### src/core/tape_defines.svh
// Constant definitions for the tape mark-track decoder.
`ifndef TAPE_DEFINES_SVH
`define TAPE_DEFINES_SVH

// Forward mark codes as recorded; octal figures in the comments.
`define MK_REV_END     6'h2D
`define MK_EXPAND      6'h15
`define MK_BLOCK       6'h16
`define MK_REV_GUARD   6'h1A
`define MK_LOCK        6'h08
`define MK_DATA        6'h38
`define MK_FINAL       6'h3B
`define MK_COUNT       7

// Frame geometry: six lines of three bits make one word.
`define LINES_PER_FRAME 6
`define BITS_PER_LINE   3
`define FRAME_LAST      3'h5

// Position of the checksum frame within a run of octal 73 frames.
`define CSUM_RUN_FWD    2'h3
`define CSUM_RUN_REV    2'h1
`define RUN_MAX         2'h3

// Standard tape layout and block numbering limit.
`define STD_BLOCKS      576
`define STD_WORDS       256
`define MAX_BLOCKS      4096

`endif

### src/core/tape_pkg.sv
// Types shared by the tape mark-track decoder modules.
package tape_pkg;
    typedef enum logic {ALIGN_SEARCH, ALIGN_LOCKED} align_e;
    typedef logic [5:0]  mark_t;
    typedef logic [17:0] word_t;
endpackage : tape_pkg

### src/core/line_if.sv
// Per-line sample bundle between the line sampler and the decoder.
`timescale 1ns/1ps
interface line_if;
    logic       strobe;
    logic       mark;
    logic [2:0] info;
    logic       reverse;
    modport src (output strobe, output mark, output info, input reverse);
    modport dst (input strobe, input mark, input info, output reverse);
endinterface : line_if

### src/core/tape_line_sampler.sv
// Timing-track driven sampler that yields one strobe per tape line.
`timescale 1ns/1ps
module tape_line_sampler #(
    parameter int CNT_W = 12
) (
    input  wire logic       clock,
    input  wire logic       rst,
    input  wire logic       timing_in,
    input  wire logic       mark_in,
    input  wire logic [2:0] info_in,
    line_if.src             ln
);
    logic [4:0]       sync1_q;
    logic [4:0]       sync2_q;
    logic             t_prev_q;
    logic [CNT_W-1:0] run_q;
    logic [CNT_W-1:0] half_q;
    logic             armed_q;
    logic             strobe_q;
    logic             mark_q;
    logic [2:0]       info_q;
    logic             edge_w;
    logic             fire_w;

    // Two-stage synchronisers; only the second stage feeds logic.
    always_ff @(posedge clock) begin
        if (rst) begin
            sync1_q <= 5'h00;
            sync2_q <= 5'h00;
        end else begin
            sync1_q <= {timing_in, mark_in, info_in};
            sync2_q <= sync1_q;
        end
    end

    assign edge_w = sync2_q[4] ^ t_prev_q;
    assign fire_w = armed_q && !edge_w && (run_q == {1'b0, half_q[CNT_W-1:1]});

    // Half-period measurement follows tape speed instead of a fixed rate.
    always_ff @(posedge clock) begin
        if (rst) begin
            t_prev_q <= 1'b0;
            run_q    <= '0;
            half_q   <= '0;
        end else begin
            t_prev_q <= sync2_q[4];
            if (edge_w) begin
                run_q  <= '0;
                half_q <= run_q;
            end else if (run_q != {CNT_W{1'b1}}) begin
                run_q <= run_q + 1'b1;
            end
        end
    end

    // Arm on entry to the correct polarity, which flips with direction.
    always_ff @(posedge clock) begin
        if (rst) begin
            armed_q  <= 1'b0;
            strobe_q <= 1'b0;
            mark_q   <= 1'b0;
            info_q   <= 3'h0;
        end else begin
            strobe_q <= fire_w;
            if (edge_w) begin
                armed_q <= (sync2_q[4] != ln.reverse);
            end else if (fire_w) begin
                armed_q <= 1'b0;
            end
            if (fire_w) begin
                mark_q <= sync2_q[3];
                info_q <= sync2_q[2:0];
            end
        end
    end

    assign ln.strobe = strobe_q;
    assign ln.mark   = mark_q;
    assign ln.info   = info_q;

    property p_strobe_polarity;
        @(posedge clock) disable iff (rst)
        strobe_q |-> ($past(sync2_q[4]) != $past(ln.reverse));
    endproperty
    a_strobe_polarity: assert property (p_strobe_polarity)
        else $error("Line sampled outside the correct timing polarity.");
endmodule : tape_line_sampler

### src/core/tape_mark_track_decoder.sv
// Mark-track decoder and word framer for a block-addressable tape.
// Summary of operation
// Ten head tracks arrive as five redundant channels: timing, mark, three info.
// All channels are phase encoded and sensed by polarity.
// Standard tape holds 576 blocks of 256 eighteen-bit words.
// Each data word is six lines of three information bits.
// Block numbers cover up to 4096 blocks.
// Line timing comes from the timing channel, immune to speed drift.
// Six-bit mark codes are shifted in serially, one bit at a time.
// Outside preformatting exactly one mark bit is taken per line.
// Six lines form one mark frame; its six mark bits form one code.
// Samples are taken at the centre of the correct timing polarity.
// In reverse, codes arrive bit-reversed and inverted.
// Codes are recognised in hardware and gate word transfers.
// Codes drive flags, data requests, block numbers, ends, protected regions.
// Decoding gives direction independence, variable blocks, end-of-tape sensing.
// Block length follows the recorded marks, never a fixed count.
// Read and write work in either direction.
// Write position is located from mark and timing information.
// Octal 26 marks block start and publishes the block number.
// Octal 70 marks a frame holding a data word.
// Octal 55 marks travel from the end zone toward the blocks.
// Checksum frame is written on writes and compared on reads; reverse writes put the sum in the third octal 73 frame met.
// Reverse matching compares against the complement image of every code.
// Frame alignment is held once found until a frame fails to decode.
`timescale 1ns/1ps
`include "tape_defines.svh"
module tape_mark_track_decoder #(
    parameter int WORD_W  = 18,
    parameter int BLOCK_W = 12,
    parameter int WCNT_W  = 9,
    parameter int CNT_W   = 12
) (
    input  wire logic               CLOCK,
    input  wire logic               RST,
    input  wire logic               TIMING_IN,
    input  wire logic               MARK_IN,
    input  wire logic [2:0]         INFO_IN,
    input  wire logic               DIR_REVERSE,
    input  wire logic               WRITE_MODE,
    input  wire logic               PREFORMAT,
    input  wire logic [WORD_W-1:0]  WR_WORD,
    output logic                    ALIGNED,
    output logic [5:0]              MARK_CODE,
    output logic                    BLOCK_FLAG,
    output logic [BLOCK_W-1:0]      BLOCK_NUM,
    output logic                    END_FLAG,
    output logic                    DATA_REQ,
    output logic [WORD_W-1:0]       DATA_WORD,
    output logic [WCNT_W-1:0]       WORD_COUNT,
    output logic                    PROTECT,
    output logic                    CHECK_ERR,
    output logic [2:0]              WR_INFO,
    output logic                    WR_EN
);
    // Elaboration checks on parameters the framing cannot serve.
    if (WORD_W != `LINES_PER_FRAME * `BITS_PER_LINE) begin : g_bad_word
        $error("WORD_W must equal six lines of three bits.");
    end
    if (BLOCK_W < 1 || (1 << BLOCK_W) > `MAX_BLOCKS) begin : g_bad_block
        $error("BLOCK_W must address at most 4096 blocks.");
    end
    if ((1 << WCNT_W) <= `STD_WORDS || CNT_W < 4) begin : g_bad_count
        $error("WCNT_W must count a standard block and CNT_W must be at least 4.");
    end

    localparam logic [6*`MK_COUNT-1:0] CODE_LIST = {`MK_REV_END, `MK_EXPAND, `MK_BLOCK,
        `MK_REV_GUARD, `MK_LOCK, `MK_DATA, `MK_FINAL};

    line_if ln ();
    assign ln.reverse = DIR_REVERSE;

    tape_line_sampler #(
        .CNT_W     (CNT_W)
    ) u_sampler (
        .clock     (CLOCK),
        .rst       (RST),
        .timing_in (TIMING_IN),
        .mark_in   (MARK_IN),
        .info_in   (INFO_IN),
        .ln        (ln)
    );

    // Image of a forward code as seen with the tape running backwards.
    function automatic tape_pkg::mark_t image(input tape_pkg::mark_t code, input logic rev);
        tape_pkg::mark_t r;
        r = code;
        for (int i = 0; i < 6; i++) begin
            r[i] = ~code[5-i];
        end
        return rev ? r : code;
    endfunction : image

    // Search the code list; the result carries a hit bit over the forward code.
    function automatic logic [6:0] lookup(input tape_pkg::mark_t frame, input logic rev);
        logic [6:0] res;
        res = 7'h00;
        for (int i = 0; i < `MK_COUNT; i++) begin
            if (frame == image(CODE_LIST[6*i +: 6], rev)) begin
                res = {1'b1, CODE_LIST[6*i +: 6]};
            end
        end
        return res;
    endfunction : lookup

    tape_pkg::align_e   state_q;
    logic [2:0]         line_cnt_q;
    tape_pkg::mark_t    mark_sr_q;
    tape_pkg::word_t    info_sr_q;
    logic [1:0]         run73_q;
    tape_pkg::word_t    csum_q;
    tape_pkg::word_t    csum_ref_q;
    logic               csum_pend_q;
    logic               wr_arm_q;
    tape_pkg::word_t    wr_buf_q;
    tape_pkg::word_t    wr_word_q;
    tape_pkg::mark_t    sr_next;
    tape_pkg::word_t    info_next;
    tape_pkg::word_t    word_fix;
    logic [6:0]         dec;
    logic               hit;
    tape_pkg::mark_t    code;
    logic               frame_end;
    logic               good;
    logic [1:0]         run73_d;
    logic               is_csum;
    logic               is_data;
    logic               wr_next;
    tape_pkg::word_t    csum_d;

    assign sr_next   = {mark_sr_q[4:0], ln.mark};
    assign info_next = {info_sr_q[WORD_W-4:0], ln.info};
    assign dec       = lookup(sr_next, DIR_REVERSE);
    assign hit       = dec[6];
    assign code      = dec[5:0];

    // Reverse words arrive last line first and inverted; restore forward order.
    for (genvar g = 0; g < `LINES_PER_FRAME; g++) begin : g_word
        assign word_fix[3*g +: 3] = DIR_REVERSE ? ~info_next[3*(5-g) +: 3] : info_next[3*g +: 3];
    end

    // Frame boundaries: any hit while searching, every sixth line once locked.
    always_comb begin
        frame_end = 1'b0;
        if (ln.strobe && !PREFORMAT) begin
            frame_end = (state_q == tape_pkg::ALIGN_SEARCH) ? hit : (line_cnt_q == `FRAME_LAST);
        end
        good    = frame_end && hit;
        run73_d = 2'h0;
        if (code == `MK_FINAL) begin
            run73_d = (run73_q == `RUN_MAX) ? `RUN_MAX : run73_q + 2'h1;
        end
        is_csum = good && (code == `MK_FINAL) &&
                  (run73_d == (DIR_REVERSE ? `CSUM_RUN_REV : `CSUM_RUN_FWD));
        is_data = good && ((code == `MK_DATA) || ((code == `MK_FINAL) && !is_csum));
        csum_d  = csum_q ^ ((WRITE_MODE && wr_arm_q) ? wr_word_q : word_fix);
        wr_next = good && WRITE_MODE && ((code == `MK_DATA) || ((code == `MK_FINAL) && (run73_d < `RUN_MAX)));
    end

    // Mark and information shift registers, one mark bit and three info bits per line.
    always_ff @(posedge CLOCK) begin
        if (RST) begin
            mark_sr_q <= 6'h00;
            info_sr_q <= 18'h00000;
        end else if (ln.strobe && !PREFORMAT) begin
            mark_sr_q <= sr_next;
            info_sr_q <= info_next;
        end
    end

    // Alignment is kept across frames and dropped only on an unknown code or on preformatting.
    always_ff @(posedge CLOCK) begin
        if (RST) begin
            state_q    <= tape_pkg::ALIGN_SEARCH;
            line_cnt_q <= 3'h0;
        end else if (PREFORMAT) begin
            state_q    <= tape_pkg::ALIGN_SEARCH;
            line_cnt_q <= 3'h0;
        end else if (ln.strobe) begin
            unique case (state_q)
                tape_pkg::ALIGN_SEARCH: begin
                    if (hit) begin
                        state_q    <= tape_pkg::ALIGN_LOCKED;
                        line_cnt_q <= 3'h0;
                    end
                end
                tape_pkg::ALIGN_LOCKED: begin
                    if (line_cnt_q == `FRAME_LAST) begin
                        line_cnt_q <= 3'h0;
                        if (!hit) begin
                            state_q <= tape_pkg::ALIGN_SEARCH;
                        end
                    end else begin
                        line_cnt_q <= line_cnt_q + 3'h1;
                    end
                end
            endcase
        end
    end

    // Decoded codes become flags, data requests and block information.
    always_ff @(posedge CLOCK) begin
        if (RST) begin
            ALIGNED    <= 1'b0;
            MARK_CODE  <= 6'h00;
            BLOCK_FLAG <= 1'b0;
            BLOCK_NUM  <= '0;
            END_FLAG   <= 1'b0;
            DATA_REQ   <= 1'b0;
            DATA_WORD  <= '0;
            PROTECT    <= 1'b0;
        end else begin
            ALIGNED    <= (state_q == tape_pkg::ALIGN_LOCKED);
            BLOCK_FLAG <= good && (code == `MK_BLOCK);
            END_FLAG   <= good && (code == `MK_REV_END);
            DATA_REQ   <= is_data;
            if (good) begin
                MARK_CODE <= code;
                PROTECT   <= (code == `MK_LOCK) || (code == `MK_REV_GUARD);
            end
            if (good && (code == `MK_BLOCK)) begin
                BLOCK_NUM <= word_fix[BLOCK_W-1:0];
            end
            if (is_data) begin
                DATA_WORD <= word_fix;
            end
        end
    end

    // Word count per block comes from the marks alone, so any length works up to the all-ones count, where it saturates.
    always_ff @(posedge CLOCK) begin
        if (RST) begin
            WORD_COUNT <= '0;
            run73_q    <= 2'h0;
        end else if (good) begin
            run73_q <= run73_d;
            if (code == `MK_BLOCK) begin
                WORD_COUNT <= '0;
            end else if (is_data && (WORD_COUNT != {WCNT_W{1'b1}})) begin
                WORD_COUNT <= WORD_COUNT + 1'b1;
            end
        end
    end

    // Longitudinal checksum; reverse travel meets the stored value first.
    always_ff @(posedge CLOCK) begin
        if (RST) begin
            csum_q      <= 18'h00000;
            csum_ref_q  <= 18'h00000;
            csum_pend_q <= 1'b0;
            CHECK_ERR   <= 1'b0;
        end else if (good) begin
            if (code == `MK_BLOCK) begin
                CHECK_ERR <= 1'b0;
            end
            if (is_data) begin
                csum_q <= csum_d;
            end else if (code == `MK_LOCK) begin
                csum_q <= 18'h00000;
            end
            if (is_csum && !DIR_REVERSE) begin
                csum_q <= 18'h00000;
                if (!WRITE_MODE && (word_fix != csum_q)) begin
                    CHECK_ERR <= 1'b1;
                end
            end else if (is_csum) begin
                csum_q      <= 18'h00000;
                csum_ref_q  <= word_fix;
                csum_pend_q <= !WRITE_MODE;
            end else if (csum_pend_q && !is_data) begin
                csum_pend_q <= 1'b0;
                if (csum_q != csum_ref_q) begin
                    CHECK_ERR <= 1'b1;
                end
            end
        end
    end

    // Writes land in the frame after a data mark; the sixth line goes out on the same edge that reloads the buffer.
    always_ff @(posedge CLOCK) begin
        if (RST) begin
            wr_arm_q  <= 1'b0;
            wr_buf_q  <= 18'h00000;
            wr_word_q <= 18'h00000;
            WR_INFO   <= 3'h0;
            WR_EN     <= 1'b0;
        end else begin
            if (ln.strobe && wr_arm_q) begin
                if (DIR_REVERSE) begin
                    WR_INFO  <= ~wr_buf_q[2:0];
                    wr_buf_q <= {3'h0, wr_buf_q[WORD_W-1:3]};
                end else begin
                    WR_INFO  <= wr_buf_q[WORD_W-1 -: 3];
                    wr_buf_q <= {wr_buf_q[WORD_W-4:0], 3'h0};
                end
            end
            if (frame_end) begin
                wr_arm_q  <= wr_next;
                wr_word_q <= WR_WORD;
                wr_buf_q  <= (run73_d == 2'h2) ? (is_data ? csum_d : csum_q) : WR_WORD;
            end
            WR_EN <= wr_arm_q && !PREFORMAT;
        end
    end

    // Helper image of the last decoded code for the direction check.
    tape_pkg::mark_t seen_q;
    always_ff @(posedge CLOCK) begin
        if (RST) begin
            seen_q <= 6'h00;
        end else if (good) begin
            seen_q <= sr_next;
        end
    end

    property p_block_code;
        @(posedge CLOCK) disable iff (RST)
        BLOCK_FLAG |-> (MARK_CODE == `MK_BLOCK);
    endproperty
    a_block_code: assert property (p_block_code)
        else $error("Block flag without a block mark.");

    property p_data_code;
        @(posedge CLOCK) disable iff (RST)
        DATA_REQ |-> ((MARK_CODE == `MK_DATA) || (MARK_CODE == `MK_FINAL));
    endproperty
    a_data_code: assert property (p_data_code)
        else $error("Data request without a data-bearing mark.");

    property p_end_code;
        @(posedge CLOCK) disable iff (RST)
        END_FLAG |-> (MARK_CODE == `MK_REV_END) && !BLOCK_FLAG && !DATA_REQ;
    endproperty
    a_end_code: assert property (p_end_code)
        else $error("End flag without an end mark.");

    property p_flag_pulse;
        @(posedge CLOCK) disable iff (RST)
        BLOCK_FLAG |=> !BLOCK_FLAG [*2];
    endproperty
    a_flag_pulse: assert property (p_flag_pulse)
        else $error("Block flag longer than one cycle.");

    property p_line_range;
        @(posedge CLOCK) disable iff (RST)
        line_cnt_q <= `FRAME_LAST;
    endproperty
    a_line_range: assert property (p_line_range)
        else $error("Line counter beyond one frame.");

    property p_lose_align;
        @(posedge CLOCK) disable iff (RST)
        (state_q == tape_pkg::ALIGN_LOCKED && ln.strobe && !PREFORMAT && line_cnt_q == `FRAME_LAST && !hit)
        |=> (state_q == tape_pkg::ALIGN_SEARCH) ##1 !ALIGNED;
    endproperty
    a_lose_align: assert property (p_lose_align)
        else $error("Alignment kept after an unknown frame.");

    property p_hold_align;
        @(posedge CLOCK) disable iff (RST)
        (state_q == tape_pkg::ALIGN_LOCKED && !PREFORMAT && !(ln.strobe && line_cnt_q == `FRAME_LAST))
        |=> (state_q == tape_pkg::ALIGN_LOCKED);
    endproperty
    a_hold_align: assert property (p_hold_align)
        else $error("Alignment dropped inside a frame.");

    property p_shift_bit;
        @(posedge CLOCK) disable iff (RST)
        (ln.strobe && !PREFORMAT) |=> (mark_sr_q[0] == $past(ln.mark)) && (mark_sr_q[5:1] == $past(mark_sr_q[4:0]));
    endproperty
    a_shift_bit: assert property (p_shift_bit)
        else $error("Mark bit not shifted in on a line.");

    property p_image;
        @(posedge CLOCK) disable iff (RST)
        (good && DIR_REVERSE && $stable(DIR_REVERSE)) |=> (image(MARK_CODE, 1'b1) == seen_q);
    endproperty
    a_image: assert property (p_image)
        else $error("Reverse code is not the complement image of the reported code.");
endmodule : tape_mark_track_decoder

### config.mk
export PLATFORM = sky130hd
export DESIGN_NAME = tape_mark_track_decoder
export DESIGN_NICKNAME = d
export VERILOG_FILES = /design/src/core/tape_pkg.sv /design/src/core/line_if.sv /design/src/core/tape_line_sampler.sv /design/src/core/tape_mark_track_decoder.sv
export VERILOG_INCLUDE_DIRS = /design/src /design/src/core
export SDC_FILE = /design/constraint.sdc
export NUM_CORES = 1
export LEC_CHECK = 0
export BUFFER_PORTS_ARGS = -buffer_cell sky130_fd_sc_hd__buf_2
export CORE_ASPECT_RATIO = 0.8
export CORE_MARGIN = 5
export CORE_UTILIZATION = 30
export CTS_CLUSTER_DIAMETER = 200
export DETAILED_ROUTE_END_ITERATION = 10
export SYNTH_ARGS = -nofsm -noshare
export SYNTH_HDL_FRONTEND = slang
export SYNTH_SLANG_ARGS = --single-unit
export TNS_END_PERCENT = 20
### constraint.sdc
create_clock -name CLOCK -period 6.7 [get_ports CLOCK]
set_clock_uncertainty 0.15 [all_clocks]
set_input_delay 0.67 -clock CLOCK [delete_from_list [all_inputs] [get_ports CLOCK]]
set_output_delay 0.67 -clock CLOCK [all_outputs]
set_load 0.02 [all_outputs]
==> impl.org <==
** Synth
- Synth cell types :: 72
- Dividing the synthesized area by the synthesized cell count gives 8.18 um^2.
- Synthesized instance count :: 1182
- After synthesis, the cell types taking the most area are dfxtp_1 (40%), nor2_1 (5.7%), nand2_1 (5.6%), mux2i_1 (5.6%), a21oi_1 (4.9%).
- Of the post-synthesis cell area, the dominant cell type holds 0.404.
- The most used flip-flop cell after synthesis is dfxtp_1.
- Leading cell types by count after synthesis :: dfxtp_1 (195), nor2_1 (148), nand2_1 (145)
- Mapped Nets :: 1213
- Synth area leader :: dfxtp_1
- Sequential fraction of the synthesis area :: 0.404
- In the synthesized netlist the async set-or-reset flop fraction comes to 0.
- Flip-flop and latch count after synthesis :: 195
- Cell Area, Synth :: 9670 um^2
- For this run, the number of Yosys warnings is 0.
- Number of enable-type register cells in the synthesized netlist :: 0
- Top-count cell post-synth :: dfxtp_1

** STA
- Hold Fails Final Rpt :: 0
- At the pin with the least slew margin, the transition time is about 1.3 ns.
- Headroom to the max-slew limit came out at 0.136.
- Minimum clock period after layout :: 3.88 ns
- In the finished design, the share of the clock period the worst path needs comes to 0.579.
- Unrepaired setup endpoints after global routing :: false
- The final max-slew violation count came to 0.
- Adding up every negative setup slack in the final design gives 0 ns.
- Maximum clock frequency :: 258 MHz
- Setup Viol. Count Final :: 0

** Clocking
- Buffers inserted to repair hold after CTS numbered 0.
- The clock drives 195 sinks.
- Clock tree synthesis selected as its root buffer the cell clkbuf_16.
- Number of buffers created by CTS :: 17
- TritonCTS built the clock tree.
- Cells resized by post-CTS repair :: 0
- Counting along the longest clock path gives a buffer depth of 2.
- Number of H-tree branching levels :: 4
- Post-CTS timing repair inserted 0 buffers for setup.
- Skew-Pair Late Insertion Delay :: 0.45 ns
- Clock transition at path regs :: 0.08 ns

** Worst setup path
- Depth of the worst register-to-register path :: 6
- Reg-to-reg setup timing slack :: 2.82 ns
- The worst setup path is captured at a flip-flop.
- In this run the critical register-to-register path is captured at DATA_WORD[14].
- The largest single stage delay on the critical path is 0.75 ns.
- The setup path with the least slack is of type flip-flop to flip-flop.
- The number of buffers and inverters on the critical path is 0.
- First element of the critical path :: u_sampler.ln.strobe
- Reg-to-reg startpoint :: u_sampler.ln.strobe
- The most numerous cell type found on the critical path is a21oi_1.
- Data arrival time of the worst path :: 4.10 ns
- For the worst setup path, the data required time is roughly 6.9 ns.
- Largest fanout on the critical path :: 22
- STA classifies the critical path startpoint as a flip-flop.
- Category of cells accounting for the largest share of critical-path delay :: compound AO/OA/AOI/OAI gates
- Standard cell with the maximum stage delay on the critical path :: a21oi_1
- Worst path cell trace :: nand2b_1 > a21oi_1 > o21a_1 > nand2_1 > or3_1 > a21oi_1

** GRT
- The first global-routing pass estimated 45.5 mm of wire.
- The via count of the first global-routing pass was ~8000.
- GRT Residual Overflow :: 0
- Entering global routing, the biggest net connects 80 pins.
- The initial antenna violation count is 2.
- Global Route Usage Sum :: 0.158

** Routing
- First drt pass iteration count :: 6
- In the final routed layout, each cell accounts on average for between 15 and 20 um.
- Total routed wirelength :: ~29 mm
- After detailed routing, the wire length on met1 is approximately 14 mm.
- Wire segments on met3 add up to 1.80 mm in the final route.
- Once detail routing completed, the nets flagged for antenna violations numbered 0.
- DRC :: 0
- Number of vias in the routed layout :: approximately 8600
- Met2 wire length :: 12.9 mm
- For this block, the initial DRC count from the detailed router was ~960.
- Post-DR vias/cell :: 5.31
- The detailed router used layers up to and including met5.

** Power and ir drop
- Worst vdd rail ir drop :: roughly 180 uV
- Total power :: 2370 uW
- For this design the ratio of total power to cell area is approximately 220 nW/um^2.
- For this design the static power due to leakage is a little over 0.004 uW.

** Die
- The initial utilization of the core area, before any placement, comes to 0.306.
- The die covers ~36000 um^2.
- Vertical extent of the die :: about 170 um
- The die is ~210 um wide.
- The floorplan step defined a core boundary enclosing 31600 um^2.
- In this run the count of I/O pins placed on the die edge is just over 80.
- The floorplan has 58 rows.

** Place
- Placement-stage cell area :: roughly 10000 um^2
- Quantity of I/O buffers inserted on ports :: 82
- Half-perimeter wire length after detailed placement :: 20.3 mm
- Placer congestion estimate :: around 0.90

** Cells and area
- 0 antenna diodes ended up in the layout.
- Area added between synthesis and finish :: 12.5%
- Area of all placed cells without fillers :: between 10000 and 15000 um^2
- Filler cells :: 3293
- The net count of the finished layout is around 1200.
- Share of final-layout standard cells stronger than drive strength 1 :: 0.128
- Share of the core filled with cells :: 0.344

** Min path
- Min-delay src :: u_sampler.sync1_q[0]
- In this run the worst hold path is classified as flip-flop to flip-flop.
- The path with the worst hold slack has its endpoint at u_sampler.sync2_q[0].
- Along the worst hold path, the cell count comes to 1.

** Status
- Status :: complete, no violations

** Flow run
- Max-cap violations in this run came to 0.
[per-layer routing]
metal / up-vias / global-route usage
met5: - / 0
met4: 4 / 0.0442
met3: 36 / 0.0304
met2: 241 / 0.246
met1: 4142 / 0.224
li1: 4221 / -
[cell usage in the layout, fill, tap and decap left out, drive strengths merged, types with 20 or more instances in the layout]
master / n
buf: 90
xor2: 36
a21oi: 94
o21ai: 43
mux2i: 54
nand2: 145
nor2b: 28
dfxtp: 195
nor2: 150
a211oi: 31
inv: 20
nor3: 45
[worst max-delay path by stage]
stage | endpoint | slack, ns | cells past startpoint
floorplan | csum_ref_q[10] | 4.07 | 6
global placement | DATA_WORD[14] | 2.55 | 7
detailed placement | DATA_WORD[14] | 2.59 | 7
CTS | DATA_WORD[14] | 2.91 | 6
global route | DATA_WORD[14] | 2.53 | 6
finish | DATA_WORD[14] | 2.82 | 6
[state kept, by name, indices dropped and copies added, names as in the netlist, 12 cells and up]
name and cells:
DATA_WORD 18, csum_q 18, csum_ref_q 18, wr_buf_q 18, wr_word_q 18, info_sr_q 15
BLOCK_NUM 12, u_sampler.run_q 12
[power breakdown]
| group | internal (uW) | switching (uW) | total (uW) |
|---|---|---|---|
| registers | 1160 | 6.81 | 1170 |
| logic | 34.8 | 86.3 | 121 |
| clock network | 551 | 531 | 1080 |
[per-stage QoR]
step / worst slack [ns] / hold WS (ns) / std cells
after floorplan: 4.07 / 0.264 / 1182
after global placement: 2.55 / 0.273 / 1597
after detailed placement: 2.59 / 0.278 / 1597
after CTS: 2.91 / 0.280 / 1629
after global routing: 2.53 / 0.294 / 1629
final: 2.82 / 0.290 / 1629
[cells by family after synthesis]
| kind of cell | Yosys count | synth area share |
|---|---|---|
| AO/OA/AOI/OAI | 268 | 0.190 |
| XOR/XNOR | 49 | 0.0444 |
| adder cells (fa/ha/maj) | 3 | 0.00388 |
| buffers and inverters | 108 | 0.0486 |
| flip-flops | 195 | 0.404 |
| multiplexers | 54 | 0.0559 |
| AND/OR/NAND/NOR | 505 | 0.254 |
[layout make-up]
type	instances	area [um^2]	area share
Clock inverter	14	180	0.0166
Sequential cell	195	3900	0.359
Tap cell	420	526	0.0483
Clock buffer	18	439	0.0403
Multi-Input combinational cell	879	5320	0.488
Inverter	13	48.8	0.00448
Timing Repair Buffer	90	473	0.0434
Power figures use the tool's default switching activity.
